File: src/design/sac_pkg.sv
// Package for the serial ADC control block: control byte layout, modes, timing.
// Assumes a 50 MHz system clock sampling the serial pins.
package sac_pkg;
    localparam int unsigned CLK_HZ          = 50_000_000;
    localparam int unsigned CTRL_W          = 8;
    localparam int unsigned RES_W           = 10;
    localparam int unsigned FRAME_W         = 16;
    localparam int unsigned START_BIT       = 7;
    localparam int unsigned SEL_HI_BIT      = 6;
    localparam int unsigned SEL_LO_BIT      = 4;
    localparam int unsigned POL_BIT         = 3;
    localparam int unsigned TOPO_BIT        = 2;
    localparam int unsigned MODE_HI_BIT     = 1;
    localparam int unsigned MODE_LO_BIT     = 0;
    localparam int unsigned SAR_STEPS       = 12;
    localparam int unsigned RESTART_OK_LEFT = 3;
    localparam int unsigned INT_CONV_NS     = 7500;
    localparam int unsigned INT_CONV_CYC    = (INT_CONV_NS * (CLK_HZ / 1_000_000)) / 1000;
    localparam logic [1:0]  MODE_FULL_PD    = 2'h0;
    localparam logic [1:0]  MODE_FAST_PD    = 2'h1;
    localparam logic [1:0]  MODE_INT_CLK    = 2'h2;
    localparam logic [1:0]  MODE_EXT_CLK    = 2'h3;
    localparam logic [15:0] FRAME_RESET     = 16'h0000;
    localparam logic [2:0]  CHAN_RESET      = 3'h0;
    localparam logic [1:0]  MODE_RESET      = 2'h2;
    localparam int unsigned FIFO_DEPTH      = 4;
endpackage

File: src/design/sac_fifo.sv
// Small flip-flop FIFO with valid/ready on both sides.
// Assumes one clock and an asynchronous active-high reset.
module sac_fifo #(
    parameter int unsigned WIDTH = 16,
    parameter int unsigned DEPTH = 4
) (
    // System
    input  wire logic             ref_clk_i,
    input  wire logic             sys_rst_i,
    // Fill side
    input  wire logic             in_valid_i,
    output logic                  in_ready_o,
    input  wire logic [WIDTH-1:0] in_data_i,
    // Drain side
    output logic                  out_valid_o,
    input  wire logic             out_ready_i,
    output logic [WIDTH-1:0]      out_data_o
);
    localparam int unsigned AW = $clog2(DEPTH);
    logic [WIDTH-1:0] mem_reg [DEPTH];
    logic [AW-1:0]    wr_reg;
    logic [AW-1:0]    rd_reg;
    logic [AW:0]      cnt_reg;
    wire              push = in_valid_i && in_ready_o;
    wire              pop  = out_valid_o && out_ready_i;

    assign in_ready_o  = (cnt_reg != (AW+1)'(DEPTH));
    assign out_valid_o = (cnt_reg != '0);
    assign out_data_o  = mem_reg[rd_reg];

    always_ff @(posedge ref_clk_i)
    begin
        if (push)
            mem_reg[wr_reg] <= in_data_i;
    end

    always_ff @(posedge ref_clk_i or posedge sys_rst_i)
    begin
        if (sys_rst_i)
        begin
            wr_reg  <= '0;
            rd_reg  <= '0;
            cnt_reg <= '0;
        end
        else
        begin
            if (push)
                wr_reg <= (wr_reg == AW'(DEPTH - 1)) ? '0 : wr_reg + 1'b1;
            if (pop)
                rd_reg <= (rd_reg == AW'(DEPTH - 1)) ? '0 : rd_reg + 1'b1;
            cnt_reg <= cnt_reg + (AW+1)'(push) - (AW+1)'(pop);
        end
    end
endmodule

File: src/design/sac_serial_ctrl.sv
// Serial control and readout of an 8-channel 10-bit SAR converter.
// Assumes serial pins arrive asynchronously and are sampled by ref_clk_i.
// The analog core is outside: comparator decisions arrive on sar_bit_i, a
// conversion request leaves on conv_start_o and the finished code returns
// through a small FIFO (sar_valid_i/sar_ready_o).
module sac_serial_ctrl
    import sac_pkg::*;
#(
    parameter int unsigned FIFO_W = RES_W,
    parameter int unsigned FIFO_D = FIFO_DEPTH
) (
    // System
    input  wire logic                   ref_clk_i,
    input  wire logic                   sys_rst_i,
    // Serial pins
    input  wire logic                   cs_n_i,
    input  wire logic                   sclk_i,
    input  wire logic                   sdi_i,
    output logic                        sdo_o,
    output logic                        sdo_oe_o,
    output logic                        conv_strobe_o,
    output logic                        conv_strobe_oe_o,
    // Analog core
    output logic                        conv_start_o,
    output logic [2:0]                  pos_chan_o,
    output logic [2:0]                  neg_chan_o,
    output logic                        neg_is_common_o,
    output logic                        polarity_select_o,
    output logic                        low_power_o,
    output logic                        fast_power_down_o,
    input  wire logic                   sar_bit_i,
    input  wire logic                   sar_valid_i,
    output logic                        sar_ready_o,
    input  wire logic [sac_pkg::RES_W-1:0] sar_data_i
);
    import sac_pkg::*;

    typedef enum {ST_IDLE, ST_CMD, ST_EXT, ST_INT} sac_state_e;

    sac_state_e     state_reg;
    logic [2:0]     cs_sync_reg;
    logic [2:0]     sck_sync_reg;
    logic [1:0]     sdi_sync_reg;
    logic [7:0]     cmd_reg;
    logic [3:0]     bit_cnt_reg;
    logic [4:0]     out_cnt_reg;
    logic [15:0]    frame_reg;
    logic [1:0]     mode_reg;
    logic           ext_strobe_reg;
    logic           int_strobe_reg;
    logic           strobe_pend_reg;
    logic [8:0]     int_cnt_reg;
    logic [RES_W-1:0] result_reg;
    logic           fifo_valid;
    logic [RES_W-1:0] fifo_data;

    // Two flops before use; the third stage only serves edge detection
    wire cs_n     = cs_sync_reg[1];
    wire cs_fall  = cs_sync_reg[2] && !cs_sync_reg[1];
    wire cs_rise  = !cs_sync_reg[2] && cs_sync_reg[1];
    wire sck_rise = !sck_sync_reg[2] && sck_sync_reg[1] && !cs_n;
    wire sck_fall = sck_sync_reg[2] && !sck_sync_reg[1];
    wire sdi      = sdi_sync_reg[1];
    wire [7:0] cmd_next = {cmd_reg[6:0], sdi};
    wire cmd_done = sck_rise && (state_reg == ST_CMD) && (bit_cnt_reg == 4'h7);
    wire [1:0] new_mode = cmd_next[MODE_HI_BIT:MODE_LO_BIT];
    wire restart_ok = (out_cnt_reg <= 5'(RESTART_OK_LEFT));
    wire start_seen = sck_rise && sdi && (state_reg != ST_CMD)
                      && ((state_reg == ST_IDLE) || restart_ok);
    wire ext_mode = (mode_reg == MODE_EXT_CLK);
    // Serial mode drains its copy too, so a stale code never reaches an internal readback
    wire fifo_take = (state_reg == ST_EXT) || (state_reg == ST_INT && int_cnt_reg == 9'h000);

    // Single-ended channel number is bit5,bit4,bit6 from high to low
    function automatic logic [2:0] sgl_chan(input logic [2:0] s);
        return {s[1], s[0], s[2]};
    endfunction

    wire [2:0] sel = cmd_reg[SEL_HI_BIT:SEL_LO_BIT];
    wire [2:0] pair_even = {sel[1:0], 1'b0};
    wire [2:0] pos_sel = cmd_reg[TOPO_BIT] ? sgl_chan(sel) : (pair_even | {2'b00, sel[2]});
    wire [2:0] neg_sel = pair_even | {2'b00, !sel[2]};

    // Result sourced through the FIFO keeps the analog core decoupled
    sac_fifo #(
        .WIDTH (FIFO_W),
        .DEPTH (FIFO_D)
    ) u_fifo (
        .ref_clk_i   (ref_clk_i),
        .sys_rst_i   (sys_rst_i),
        .in_valid_i  (sar_valid_i),
        .in_ready_o  (sar_ready_o),
        .in_data_i   (sar_data_i),
        .out_valid_o (fifo_valid),
        .out_ready_i (fifo_take),
        .out_data_o  (fifo_data)
    );

    always_ff @(posedge ref_clk_i or posedge sys_rst_i)
    begin
        if (sys_rst_i)
        begin
            cs_sync_reg  <= 3'h7;
            sck_sync_reg <= 3'h0;
            sdi_sync_reg <= 2'h0;
        end
        else
        begin
            cs_sync_reg  <= {cs_sync_reg[1:0], cs_n_i};
            sck_sync_reg <= {sck_sync_reg[1:0], sclk_i};
            sdi_sync_reg <= {sdi_sync_reg[0], sdi_i};
        end
    end

    // Control byte capture and conversion sequencing
    always_ff @(posedge ref_clk_i or posedge sys_rst_i)
    begin
        if (sys_rst_i)
        begin
            state_reg       <= ST_IDLE;
            cmd_reg         <= 8'h00;
            bit_cnt_reg     <= 4'h0;
            mode_reg        <= MODE_RESET;
            conv_start_o    <= 1'b0;
            strobe_pend_reg <= 1'b0;
            int_cnt_reg     <= 9'h000;
        end
        else
        begin
            conv_start_o <= 1'b0;
            if (cs_rise && state_reg != ST_INT)
            begin
                state_reg <= ST_IDLE;
            end
            else if (start_seen)
            begin
                state_reg   <= ST_CMD;
                cmd_reg     <= 8'h01;
                bit_cnt_reg <= 4'h1;
            end
            else if (sck_rise && state_reg == ST_CMD)
            begin
                cmd_reg     <= cmd_next;
                bit_cnt_reg <= bit_cnt_reg + 4'h1;
                if (cmd_done)
                    strobe_pend_reg <= 1'b1;
            end
            // Conversion begins at the falling edge after the eighth bit
            if (strobe_pend_reg && sck_fall)
            begin
                strobe_pend_reg <= 1'b0;
                conv_start_o    <= 1'b1;
                // Power-down codes keep the previous clock mode for this one
                if (cmd_reg[MODE_HI_BIT])
                    mode_reg <= cmd_reg[MODE_HI_BIT:MODE_LO_BIT];
                if ((cmd_reg[MODE_HI_BIT] ? cmd_reg[MODE_LO_BIT] : (mode_reg == MODE_EXT_CLK)))
                    state_reg <= ST_EXT;
                else
                begin
                    state_reg   <= ST_INT;
                    int_cnt_reg <= 9'(INT_CONV_CYC);
                end
            end
            else if (state_reg == ST_INT && int_cnt_reg != 9'h000)
                int_cnt_reg <= int_cnt_reg - 9'h001;
            else if (state_reg == ST_INT && fifo_valid)
                state_reg <= ST_IDLE;
            if (cs_rise)
                strobe_pend_reg <= 1'b0;
        end
    end

    // Analog core configuration follows the latched control byte
    always_ff @(posedge ref_clk_i or posedge sys_rst_i)
    begin
        if (sys_rst_i)
        begin
            pos_chan_o        <= CHAN_RESET;
            neg_chan_o        <= CHAN_RESET;
            neg_is_common_o   <= 1'b1;
            polarity_select_o <= 1'b1;
            low_power_o       <= 1'b0;
            fast_power_down_o <= 1'b0;
        end
        else
        begin
            if (strobe_pend_reg && sck_fall)
            begin
                pos_chan_o        <= pos_sel;
                neg_chan_o        <= neg_sel;
                neg_is_common_o   <= cmd_reg[TOPO_BIT];
                polarity_select_o <= cmd_reg[POL_BIT];
                fast_power_down_o <= (cmd_reg[MODE_HI_BIT:MODE_LO_BIT] == MODE_FAST_PD);
                low_power_o       <= 1'b0;
            end
            else if (state_reg == ST_IDLE && !cmd_reg[MODE_HI_BIT] && cmd_reg[START_BIT])
                low_power_o <= 1'b1;
        end
    end

    // Output framing: leading zero, ten bits, zeros in the two sub-bit slots, trailing zeros
    always_ff @(posedge ref_clk_i or posedge sys_rst_i)
    begin
        if (sys_rst_i)
        begin
            frame_reg      <= FRAME_RESET;
            out_cnt_reg    <= 5'h00;
            result_reg     <= '0;
            sdo_o          <= 1'b0;
            ext_strobe_reg <= 1'b0;
            int_strobe_reg <= 1'b1;
        end
        else
        begin
            if (strobe_pend_reg && sck_fall && (cmd_reg[MODE_HI_BIT] ? cmd_reg[MODE_LO_BIT] : ext_mode))
            begin
                ext_strobe_reg <= 1'b1;
                out_cnt_reg    <= 5'(SAR_STEPS);
                sdo_o          <= 1'b0;
            end
            else if (state_reg == ST_EXT && sck_fall && out_cnt_reg != 5'h00)
            begin
                ext_strobe_reg <= 1'b0;
                sdo_o          <= (out_cnt_reg > 5'h2) ? sar_bit_i : 1'b0;
                out_cnt_reg    <= out_cnt_reg - 5'h01;
            end
            else if (sck_fall)
            begin
                ext_strobe_reg <= 1'b0;
                sdo_o          <= frame_reg[FRAME_W-1];
                frame_reg      <= {frame_reg[FRAME_W-2:0], 1'b0};
            end
            if (strobe_pend_reg && sck_fall && !(cmd_reg[MODE_HI_BIT] ? cmd_reg[MODE_LO_BIT] : ext_mode))
                int_strobe_reg <= 1'b0;
            else if (state_reg == ST_INT && int_cnt_reg == 9'h000 && fifo_valid)
            begin
                int_strobe_reg <= 1'b1;
                result_reg     <= fifo_data;
                frame_reg      <= {fifo_data, 6'h00};
                out_cnt_reg    <= 5'h00;
            end
            if (state_reg == ST_EXT && sar_valid_i)
                result_reg <= sar_data_i;
        end
    end

    // Strobe floats with chip select high only in serial-clocked mode
    always_ff @(posedge ref_clk_i or posedge sys_rst_i)
    begin
        if (sys_rst_i)
        begin
            sdo_oe_o         <= 1'b0;
            conv_strobe_oe_o <= 1'b1;
            conv_strobe_o    <= 1'b1;
        end
        else
        begin
            sdo_oe_o         <= !cs_n;
            conv_strobe_oe_o <= ext_mode ? !cs_n : 1'b1;
            conv_strobe_o    <= ext_mode ? (ext_strobe_reg && !cs_fall) : int_strobe_reg;
        end
    end
endmodule

File: config.mk
export PLATFORM = sky130hd
export DESIGN_NAME = sac_serial_ctrl
export DESIGN_NICKNAME = d
export VERILOG_FILES = /design/src/design/sac_pkg.sv /design/src/design/sac_fifo.sv /design/src/design/sac_serial_ctrl.sv
export SDC_FILE = /design/constraint.sdc
export NUM_CORES = 1
export LEC_CHECK = 0
export ABC_AREA = 1
export CAP_MARGIN = 0
export CORE_ASPECT_RATIO = 1.2
export CORE_MARGIN = 2
export CORE_UTILIZATION = 40
export CTS_BUF_LIST = sky130_fd_sc_hd__clkbuf_4 sky130_fd_sc_hd__clkbuf_8 sky130_fd_sc_hd__clkbuf_16
export CTS_CLUSTER_DIAMETER = 150
export CTS_CLUSTER_SIZE = 20
export DETAILED_ROUTE_END_ITERATION = 6
export DONT_BUFFER_PORTS = 1
export HOLD_SLACK_MARGIN = 0.06
export SYNTH_ARGS = -nofsm -noshare
export SYNTH_HDL_FRONTEND = slang
export SYNTH_SLANG_ARGS = --single-unit
File: constraint.sdc
create_clock -name ref_clk_i -period 7.8 [get_ports ref_clk_i]
set_input_delay 2.34 -clock ref_clk_i [delete_from_list [all_inputs] [get_ports ref_clk_i]]
set_output_delay 2.34 -clock ref_clk_i [all_outputs]
set_load 0.02 [all_outputs]
==> run metrics, run 1 <==
Slew Limit Fails=0; GPL Wtd Cong=0.754; simple-gate portion of the synthesized area=0.260; DRC Markers=0; GRT Util Overall=0.154; RSZ-0062 raised after global routing=no; Final period util=0.443; CTS tree=yes; Port Buf Inserts=0; most common cell after layout, fill and taps aside=nand2_1; peak supply drop=225 uV; power density cells=259 nW/um^2; P_leak=3.51 nW; pin count of the biggest net entering global routing=62; CORE AREA=16100 sq um; commonest cells after routing, fill and taps aside=168 x nand2_1, 100 x nor2_1, 98 x dfrtp_1; number of H-tree levels=4; clock root cell=clkbuf_16; post-synthesis sequential area ratio=0.588; setup_tns=0 ns; hold-fix buffers at CTS=0; GRT overflow=0; Non-Filler Instances=923; post-cts repair resize count=0; starting density of the core=0.407; WP data arrival=1.11 ns; Post-CTS Setup Bufs=0; pre-CTS WS=4.22 ns; largest family of logic cells by synthesized area=simple AND/OR/NAND/NOR gates; fraction of layout cells with a size suffix above 1=0.118; Min-Delay Path Class=flip-flop to flip-flop; Setup Crit Path Kind=flip-flop to primary output; DRT Pass-1 Iters=7; area delta synth->final=10.7%; post-placement cell area=6680 sq um; Post-Synth XOR/XNOR Area=0.0133; Tot Pwr=1.88 mW; smallest setup slack after layout=4.35 ns; Synth Area in Adders=0.0297; Via density=4.89; register-to-register setup slack=5.30 ns; outcome=finished clean; vias in the first global route=4412; Reg clk slew, reported paths=0.06 ns; I/O pin count=33; DIE HEIGHT=144 um; DRT Wirelength=12200 um; slew margin rel.=0.399; HPWL after DPL=8120 um; top cell type's share of synthesized area=0.373; skew final=0.00794 ns; CTS buffer count=17; mux cell area share after synthesis=0; CP required=5.46 ns; Layout Utilization=0.450; Crit. End Element=primary output; clock tree buffer depth=2; post-route cell area=7270 sq um; placed instance count=891; clk_lat worst skew=0.42 ns; chip width=121 um; number of synthesis warnings=0; routed len/inst=13.2 um; n_diodes=0; Synth area leader=dfrtp_1; ranking of synthesized cells by area=dfrtp_1 37%, edfxtp_1 18%, nand2_1 9.6%, nor2_1 5.7%, nand3_1 5.3%; die area=17500 sq um; minimum clock period=3.45 ns; Layout fillers=1517; max reg flops=40; Nets=730; #FFs+latches synth=146; WHS=0.355 ns; via count=4511; Slew @ Worst Pin=0.898 ns; Compound-Gate Fraction of Synth Area=0.0461; Std-Cell Rows=51; syn_nets=734; Post-Synthesis Cell Area=6570 sq um; Synth cell types=38; CP Max Fanout=4; syn_area_per_cell=9.35 sq um; Num Clock Sinks=146; first-pass GRT wire length=21300 um; cells after synthesis=702; # setup viols final=0; Peak Freq=290 MHz; Starting DRT DRC Count=278; Max-Cap Viols=0; endpoints failing hold=0; Antenna Nets Post-Route=0; CP startpoint kind=flip-flop; initial antenna violation count=1
final timing paths:
check                                  startpoint           endpoint  cells past startpoint
worst max-delay path            u_fifo.cnt_reg[1]        sar_ready_o                      2
worst min-delay path               cs_sync_reg[0]     cs_sync_reg[1]                      0
worst max register to register      state_reg[23]  u_fifo.cnt_reg[2]                     13
worst min register to register     cs_sync_reg[0]     cs_sync_reg[1]                      0
max in group asynchronous               sys_rst_i        mode_reg[0]                      2
min in group asynchronous               sys_rst_i   u_fifo.wr_reg[1]                      1
synth_stat cells:
cell	n
nor3_2	1
clkbuf_1	6
nand2_1	168
fa_1	1
nor2_4	2
xor2_1	7
nand4_1	7
edfxtp_1	40
ha_1	14
o21ai_2	1
buf_6	1
o21ai_1	4
or2_2	4
inv_1	54
nor2_1	100
inv_2	9
nand2_4	2
nand2_2	12
dfstp_2	8
o31ai_1	1
nor2_2	5
dfrtp_1	98
buf_12	1
o21a_1	1
clkinv_1	2
xnor2_1	3
buf_2	6
nand3_2	3
nand2_8	1
o21ai_0	32
nand3b_1	2
a21oi_1	6
nor2_8	1
nor3_1	7
buf_4	11
a31oi_1	1
o22ai_1	10
nand3_1	70
kinds of logic (layout without fill, tap and decap cells):
logic type | Yosys count | after routing
and+or+nand+nor | 385 | 385
xor gates and xnor gates | 10 | 10
AOI/OAI and AO/OA | 56 | 56
adders and majority gates | 15 | 15
buffers and inverters | 90 | 99
DFF | 146 | 146
cell type report:
class / count / area, sq um / share of cell area
Sequential cell: 146 / 3860 / 0.531
Multi-Input combinational cell: 466 / 2290 / 0.315
Clock buffer: 17 / 425 / 0.0585
Tap cell: 212 / 265 / 0.0365
Inverter: 65 / 246 / 0.0339
Clock inverter: 15 / 161 / 0.0222
Timing Repair Buffer: 2 / 15.0 / 0.00207
worst max-delay path, cell delays in order, from the launching register on:
cell	delay [ns]
dfrtp_1	0.42
nor2_1	0.10
nand2_1	0.17
where the power goes:
group | internal [mW] | switching, mW | leakage (nW)
clock | 0.454 | 0.351 | 0.281
sequential | 0.870 | 0.0355 | 1.74
combinational | 0.0556 | 0.116 | 1.49
total | 1.38 | 0.502 | 3.51
per-layer routing:
| layer | up-vias | global-route usage | share of wire |
|---|---|---|---|
| met5 | - | 0 | 0.0011 |
| met4 | 2 | 0.0557 | 0.013 |
| met3 | 14 | 0.0438 | 0.043 |
| met2 | 82 | 0.252 | 0.49 |
| met1 | 2164 | 0.196 | 0.45 |
| li1 | 2249 | - | - |
(Power assumes the default switching activity.)
==> run 2: changes to the inputs <==
==> constraint.sdc (replaced) <==
create_clock -name ref_clk_i -period 2.9 [get_ports ref_clk_i]
set_input_delay 0.87 -clock ref_clk_i [delete_from_list [all_inputs] [get_ports ref_clk_i]]
set_output_delay 0.87 -clock ref_clk_i [all_outputs]
set_load 0.02 [all_outputs]
==> run 2 against run 1 <==
  * Total power increased to 2.7 times the previous value
  * Global-route usage grew 0.13 points
  * Critical path depth is 11 higher
  * Die area is the same
  * Sequential share of layout area is 0.51 points lower
  * Critical endpoint is now u_fifo.cnt_reg[1]
  * Worst setup slack lost 3.9 ns
  * Cell area is 0.96% higher
==> run metrics, run 2 (same netlist as run 1, synthesis figures left out) <==
first-pass GRT wire length=21400 um; endpoints failing hold=0; clk_lat worst skew=0.43 ns; Min-Delay Endpoint=sdi_sync_reg[1]; clock tree buffer depth=2; area delta synth->final=11.8%; GRT overflow=0; clock root cell=clkbuf_16; WP data arrival=2.75 ns; GRT Util Overall=0.156; starting density of the core=0.407; fraction of layout cells with a size suffix above 1=0.125; DRT Wirelength=12400 um; pin count of the biggest net entering global routing=107; CP startpoint kind=flip-flop; Layout Utilization=0.455; via count=4467; Setup Crit Path Kind=flip-flop to flip-flop; chip width=121 um; Max-Cap Viols=0; skew final=0.0102 ns; commonest cells after routing, fill and taps aside=168 x nand2_1, 100 x nor2_1, 98 x dfrtp_1; Starting DRT DRC Count=307; slew margin rel.=0.592; Antenna Nets Post-Route=0; min-delay src=sdi_sync_reg[0]; Reg clk slew, reported paths=0.06 ns; number of H-tree levels=4; post-cts repair resize count=0; DIE HEIGHT=144 um; Final period util=0.840; outcome=finished clean; Peak Freq=410 MHz; Num Clock Sinks=146; CTS buffer count=17; CP required=3.21 ns; max reg flops=40; RSZ-0062 raised after global routing=no; initial antenna violation count=0; most common cell after layout, fill and taps aside=nand2_1; Crit. End Element=flip-flop; DRC Markers=0; register-to-register setup slack=0.46 ns; setup_tns=0 ns; max incr delay on CP=0.49 ns; Reg2Reg Depth=13; die area=17500 sq um; Layout fillers=1505; HPWL after DPL=8040 um; Post-CTS Setup Bufs=0; Port Buf Inserts=0; CP Max Fanout=7; Worst setup startpoint=state_reg[15]; DRT Pass-1 Iters=4; Min-Delay Path Class=flip-flop to flip-flop; minimum clock period=2.44 ns; CTS tree=yes; CP max-delay cell=fa_1; P_leak=3.54 nW; worst-path cell chain=nor2_1 > nand2_1 > nor2_2 > nand2_2 > nor2_8 > nand2_1 > nand2_1 > ha_1 > inv_1 > ha_1 > inv_1 > fa_1 > inv_1; Via density=4.80; power density cells=693 nW/um^2; reg-to-reg startpoint=state_reg[15]; n_diodes=0; # setup viols final=0; Std-Cell Rows=51; WHS Path Cells=0; Slew Limit Fails=0; vias in the first global route=4422; GPL Wtd Cong=0.821; peak supply drop=437 uV; R2R Path End=u_fifo.cnt_reg[1]; Slew @ Worst Pin=0.611 ns; hold-fix buffers at CTS=0; I/O pin count=33; CORE AREA=16100 sq um; routed len/inst=13.3 um; Tot Pwr=5.08 mW; Nets=738
run 2: worst max path at each step:
stage	end	cells past startpoint
after floorplan	u_fifo.cnt_reg[2]	13
after global placement	u_fifo.cnt_reg[2]	13
after detailed placement	u_fifo.cnt_reg[1]	13
after CTS	u_fifo.cnt_reg[1]	13
after global routing	u_fifo.cnt_reg[2]	11
final	u_fifo.cnt_reg[1]	13
run 2: routing by layer:
layer  global-route usage  vias up  part of all wire
met5                    0        -                 0
met4               0.0612        0             0.017
met3               0.0453       18             0.032
met2                0.258       40              0.49
met1                0.191     2144              0.46
li1                     -     2265                 -
run 2: metrics by stage:
step                cell area [sq um]  worst slack, ns  instances  hold WS (ns)
CTS                              7340            0.444        930         0.359
global placement                 6760            0.563        899         0.332
detailed placement               6760            0.478        899         0.345
floorplan                        6570            0.682        702         0.331
finish                           7340            0.463        930         0.353
global route                     7340            0.248        930         0.363
run 2: layout make-up:
| cell class | count | area [sq um] | share of cell area |
|---|---|---|---|
| Clock buffer | 17 | 425 | 0.0580 |
| Clock inverter | 14 | 158 | 0.0215 |
| Inverter | 65 | 248 | 0.0338 |
| Multi-Input combinational cell | 466 | 2290 | 0.312 |
| Sequential cell | 146 | 3860 | 0.526 |
| Tap cell | 212 | 265 | 0.0361 |
| Timing Repair Buffer | 10 | 87.6 | 0.0119 |
run 2: critical path, delay by kind of cell (launching register included):
family                   cells  cell delay (ns)
flip-flops                   1             0.38
adder cells (fa/ha/maj)      3             0.87
AND/OR/NAND/NOR              7             0.92
buffers and inverters        3             0.15
run 2: power breakdown:
part | internal [mW] | leakage [nW] | switching [mW]
registers | 2.34 | 1.74 | 0.0968
clock network | 1.27 | 0.272 | 0.880
logic | 0.173 | 1.53 | 0.323
total | 3.78 | 3.54 | 1.30
==> run 3: changes to the inputs <==
==> constraint.sdc (replaced) <==
create_clock -name ref_clk_i -period 2.5 [get_ports ref_clk_i]
set_input_delay 0.75 -clock ref_clk_i [delete_from_list [all_inputs] [get_ports ref_clk_i]]
set_output_delay 0.75 -clock ref_clk_i [all_outputs]
set_load 0.02 [all_outputs]
==> run 3 against run 2 <==
  * Routed wire length is essentially flat
  * First-iteration DRC count shrank 5.5%
  * Fmax up 6.2%
  * Clock power rose by 17%
  * Core utilization grew 0.64 points
  * Critical path depth unchanged
  * Worst hold slack got worse by 0.040 ns
  * Cell area rose by 1.4%
  * Clock-buffer cell count is the same
  * Critical endpoint is now u_fifo.cnt_reg[2]
  * Largest power group unchanged
  * Highest routed layer is now met5
==> run metrics, run 3 (same netlist as run 1, synthesis figures left out) <==
peak supply drop=491 uV; CP Max Fanout=4; CP required=2.82 ns; fraction of layout cells with a size suffix above 1=0.144; pin count of the biggest net entering global routing=107; Reg clk slew, reported paths=0.07 ns; power density cells=796 nW/um^2; Slew Limit Fails=0; Setup Crit Path Kind=flip-flop to flip-flop; # setup viols final=0; CTS buffer count=17; routed len/inst=13.2 um; GRT Util Overall=0.157; Min-Delay Path Class=primary input to flip-flop; starting density of the core=0.407; minimum clock period=2.29 ns; Port Buf Inserts=0; Worst setup startpoint=int_cnt_reg[4]; Final period util=0.917; first-pass GRT wire length=21400 um; clk_lat worst skew=0.43 ns; max reg flops=40; die area=17500 sq um; Min-Delay Endpoint=cs_sync_reg[0]; HPWL after DPL=8270 um; n_diodes=0; Nets=746; commonest cells after routing, fill and taps aside=168 x nand2_1, 98 x dfrtp_1, 97 x nor2_1; vias in the first global route=4612; Num Clock Sinks=146; Slew @ Worst Pin=0.572 ns; GPL Wtd Cong=0.820; most common cell after layout, fill and taps aside=nand2_1; min-delay src=cs_n_i; DRC Markers=0; I/O pin count=33; clock tree buffer depth=2; setup_tns=0 ns; Reg2Reg Depth=13; outcome=finished clean; Layout fillers=1495; slew margin rel.=0.618; clock root cell=clkbuf_16; Peak Freq=436 MHz; Via density=4.87; R2R Path End=u_fifo.cnt_reg[2]; number of H-tree levels=4; DIE HEIGHT=144 um; skew final=0.0107 ns; DRT Wirelength=12400 um; CTS tree=yes; reg-to-reg startpoint=int_cnt_reg[4]; chip width=121 um; initial antenna violation count=1; RSZ-0062 raised after global routing=no; WP data arrival=2.61 ns; P_leak=3.62 nW; Starting DRT DRC Count=290; endpoints failing hold=0; Max-Cap Viols=0; area delta synth->final=13.4%; Crit. End Element=flip-flop; Antenna Nets Post-Route=0; WHS=0.313 ns; register-to-register setup slack=0.21 ns; Std-Cell Rows=51; GRT overflow=0; via count=4570; CP startpoint kind=flip-flop; WHS Path Cells=0; DRT Pass-1 Iters=5; CORE AREA=16100 sq um
-- run 3: critical path: stages, from the launching register on --
cell	delay [ns]
dfrtp_1	0.42
inv_2	0.08
nand2_1	0.06
nor2_1	0.15
nand3_2	0.14
nor2_2	0.12
nand3_1	0.09
nand2_1	0.11
ha_1	0.23
inv_1	0.06
ha_1	0.13
inv_1	0.05
fa_1	0.41
xnor2_1	0.13
-- run 3: layout make-up --
type                    count  area (sq um)  share of cell area
clock buffers              17           425              0.0572
clock inverters            15           179              0.0240
inverters                  65           248              0.0333
multi-input cells         466          2310               0.311
flip-flops and latches    146          3860               0.519
well taps                 212           265              0.0356
repair buffers             18           148              0.0198
-- run 3: routing by layer --
| layer | share of wire | track usage |
|---|---|---|
| met1 | 0.45 | 0.186 |
| met2 | 0.49 | 0.263 |
| met3 | 0.039 | 0.0446 |
| met4 | 0.024 | 0.0747 |
| met5 | 0.0012 | 0 |
-- run 3: per-stage QoR --
| step | utilization | cell area [sq um] | instances | power (mW) | worst slack (ns) |
|---|---|---|---|---|---|
| finish | 0.461 | 7440 | 939 | 5.93 | 0.206 |
| detailed placement | 0.422 | 6820 | 907 | 3.47 | 0.0995 |
| global placement | 0.422 | 6820 | 907 | 3.43 | 0.200 |
| global route | 0.461 | 7440 | 939 | 6.23 | 0.00550 |
| floorplan | - | 6570 | 702 | 3.28 | 0.282 |
| CTS | 0.460 | 7420 | 939 | 6.01 | 0.0970 |
-- run 3: repair_timing --
action | CTS | global route
endpoints found under the hold margin | 0 | 0
hold buffers | 0 | 0
resized for setup | 0 | 7
endpoints found under the setup margin | 0 | 2
setup buffers | 0 | 0
-- run 3: how the worst max path moves through the flow --
stage	cells past startpoint	endpoint
6_report	13	u_fifo.cnt_reg[2]
3_5_place_dp	13	u_fifo.cnt_reg[2]
5_1_grt	13	u_fifo.cnt_reg[2]
3_3_place_gp	13	u_fifo.cnt_reg[2]
4_1_cts	13	u_fifo.cnt_reg[2]
2_1_floorplan	13	u_fifo.cnt_reg[2]
-- run 3: power by group --
part | leakage [nW] | internal [mW] | switching (mW) | total (mW)
logic | 1.58 | 0.212 | 0.377 | 0.589
registers | 1.74 | 2.71 | 0.108 | 2.82
clock network | 0.297 | 1.36 | 1.16 | 2.52
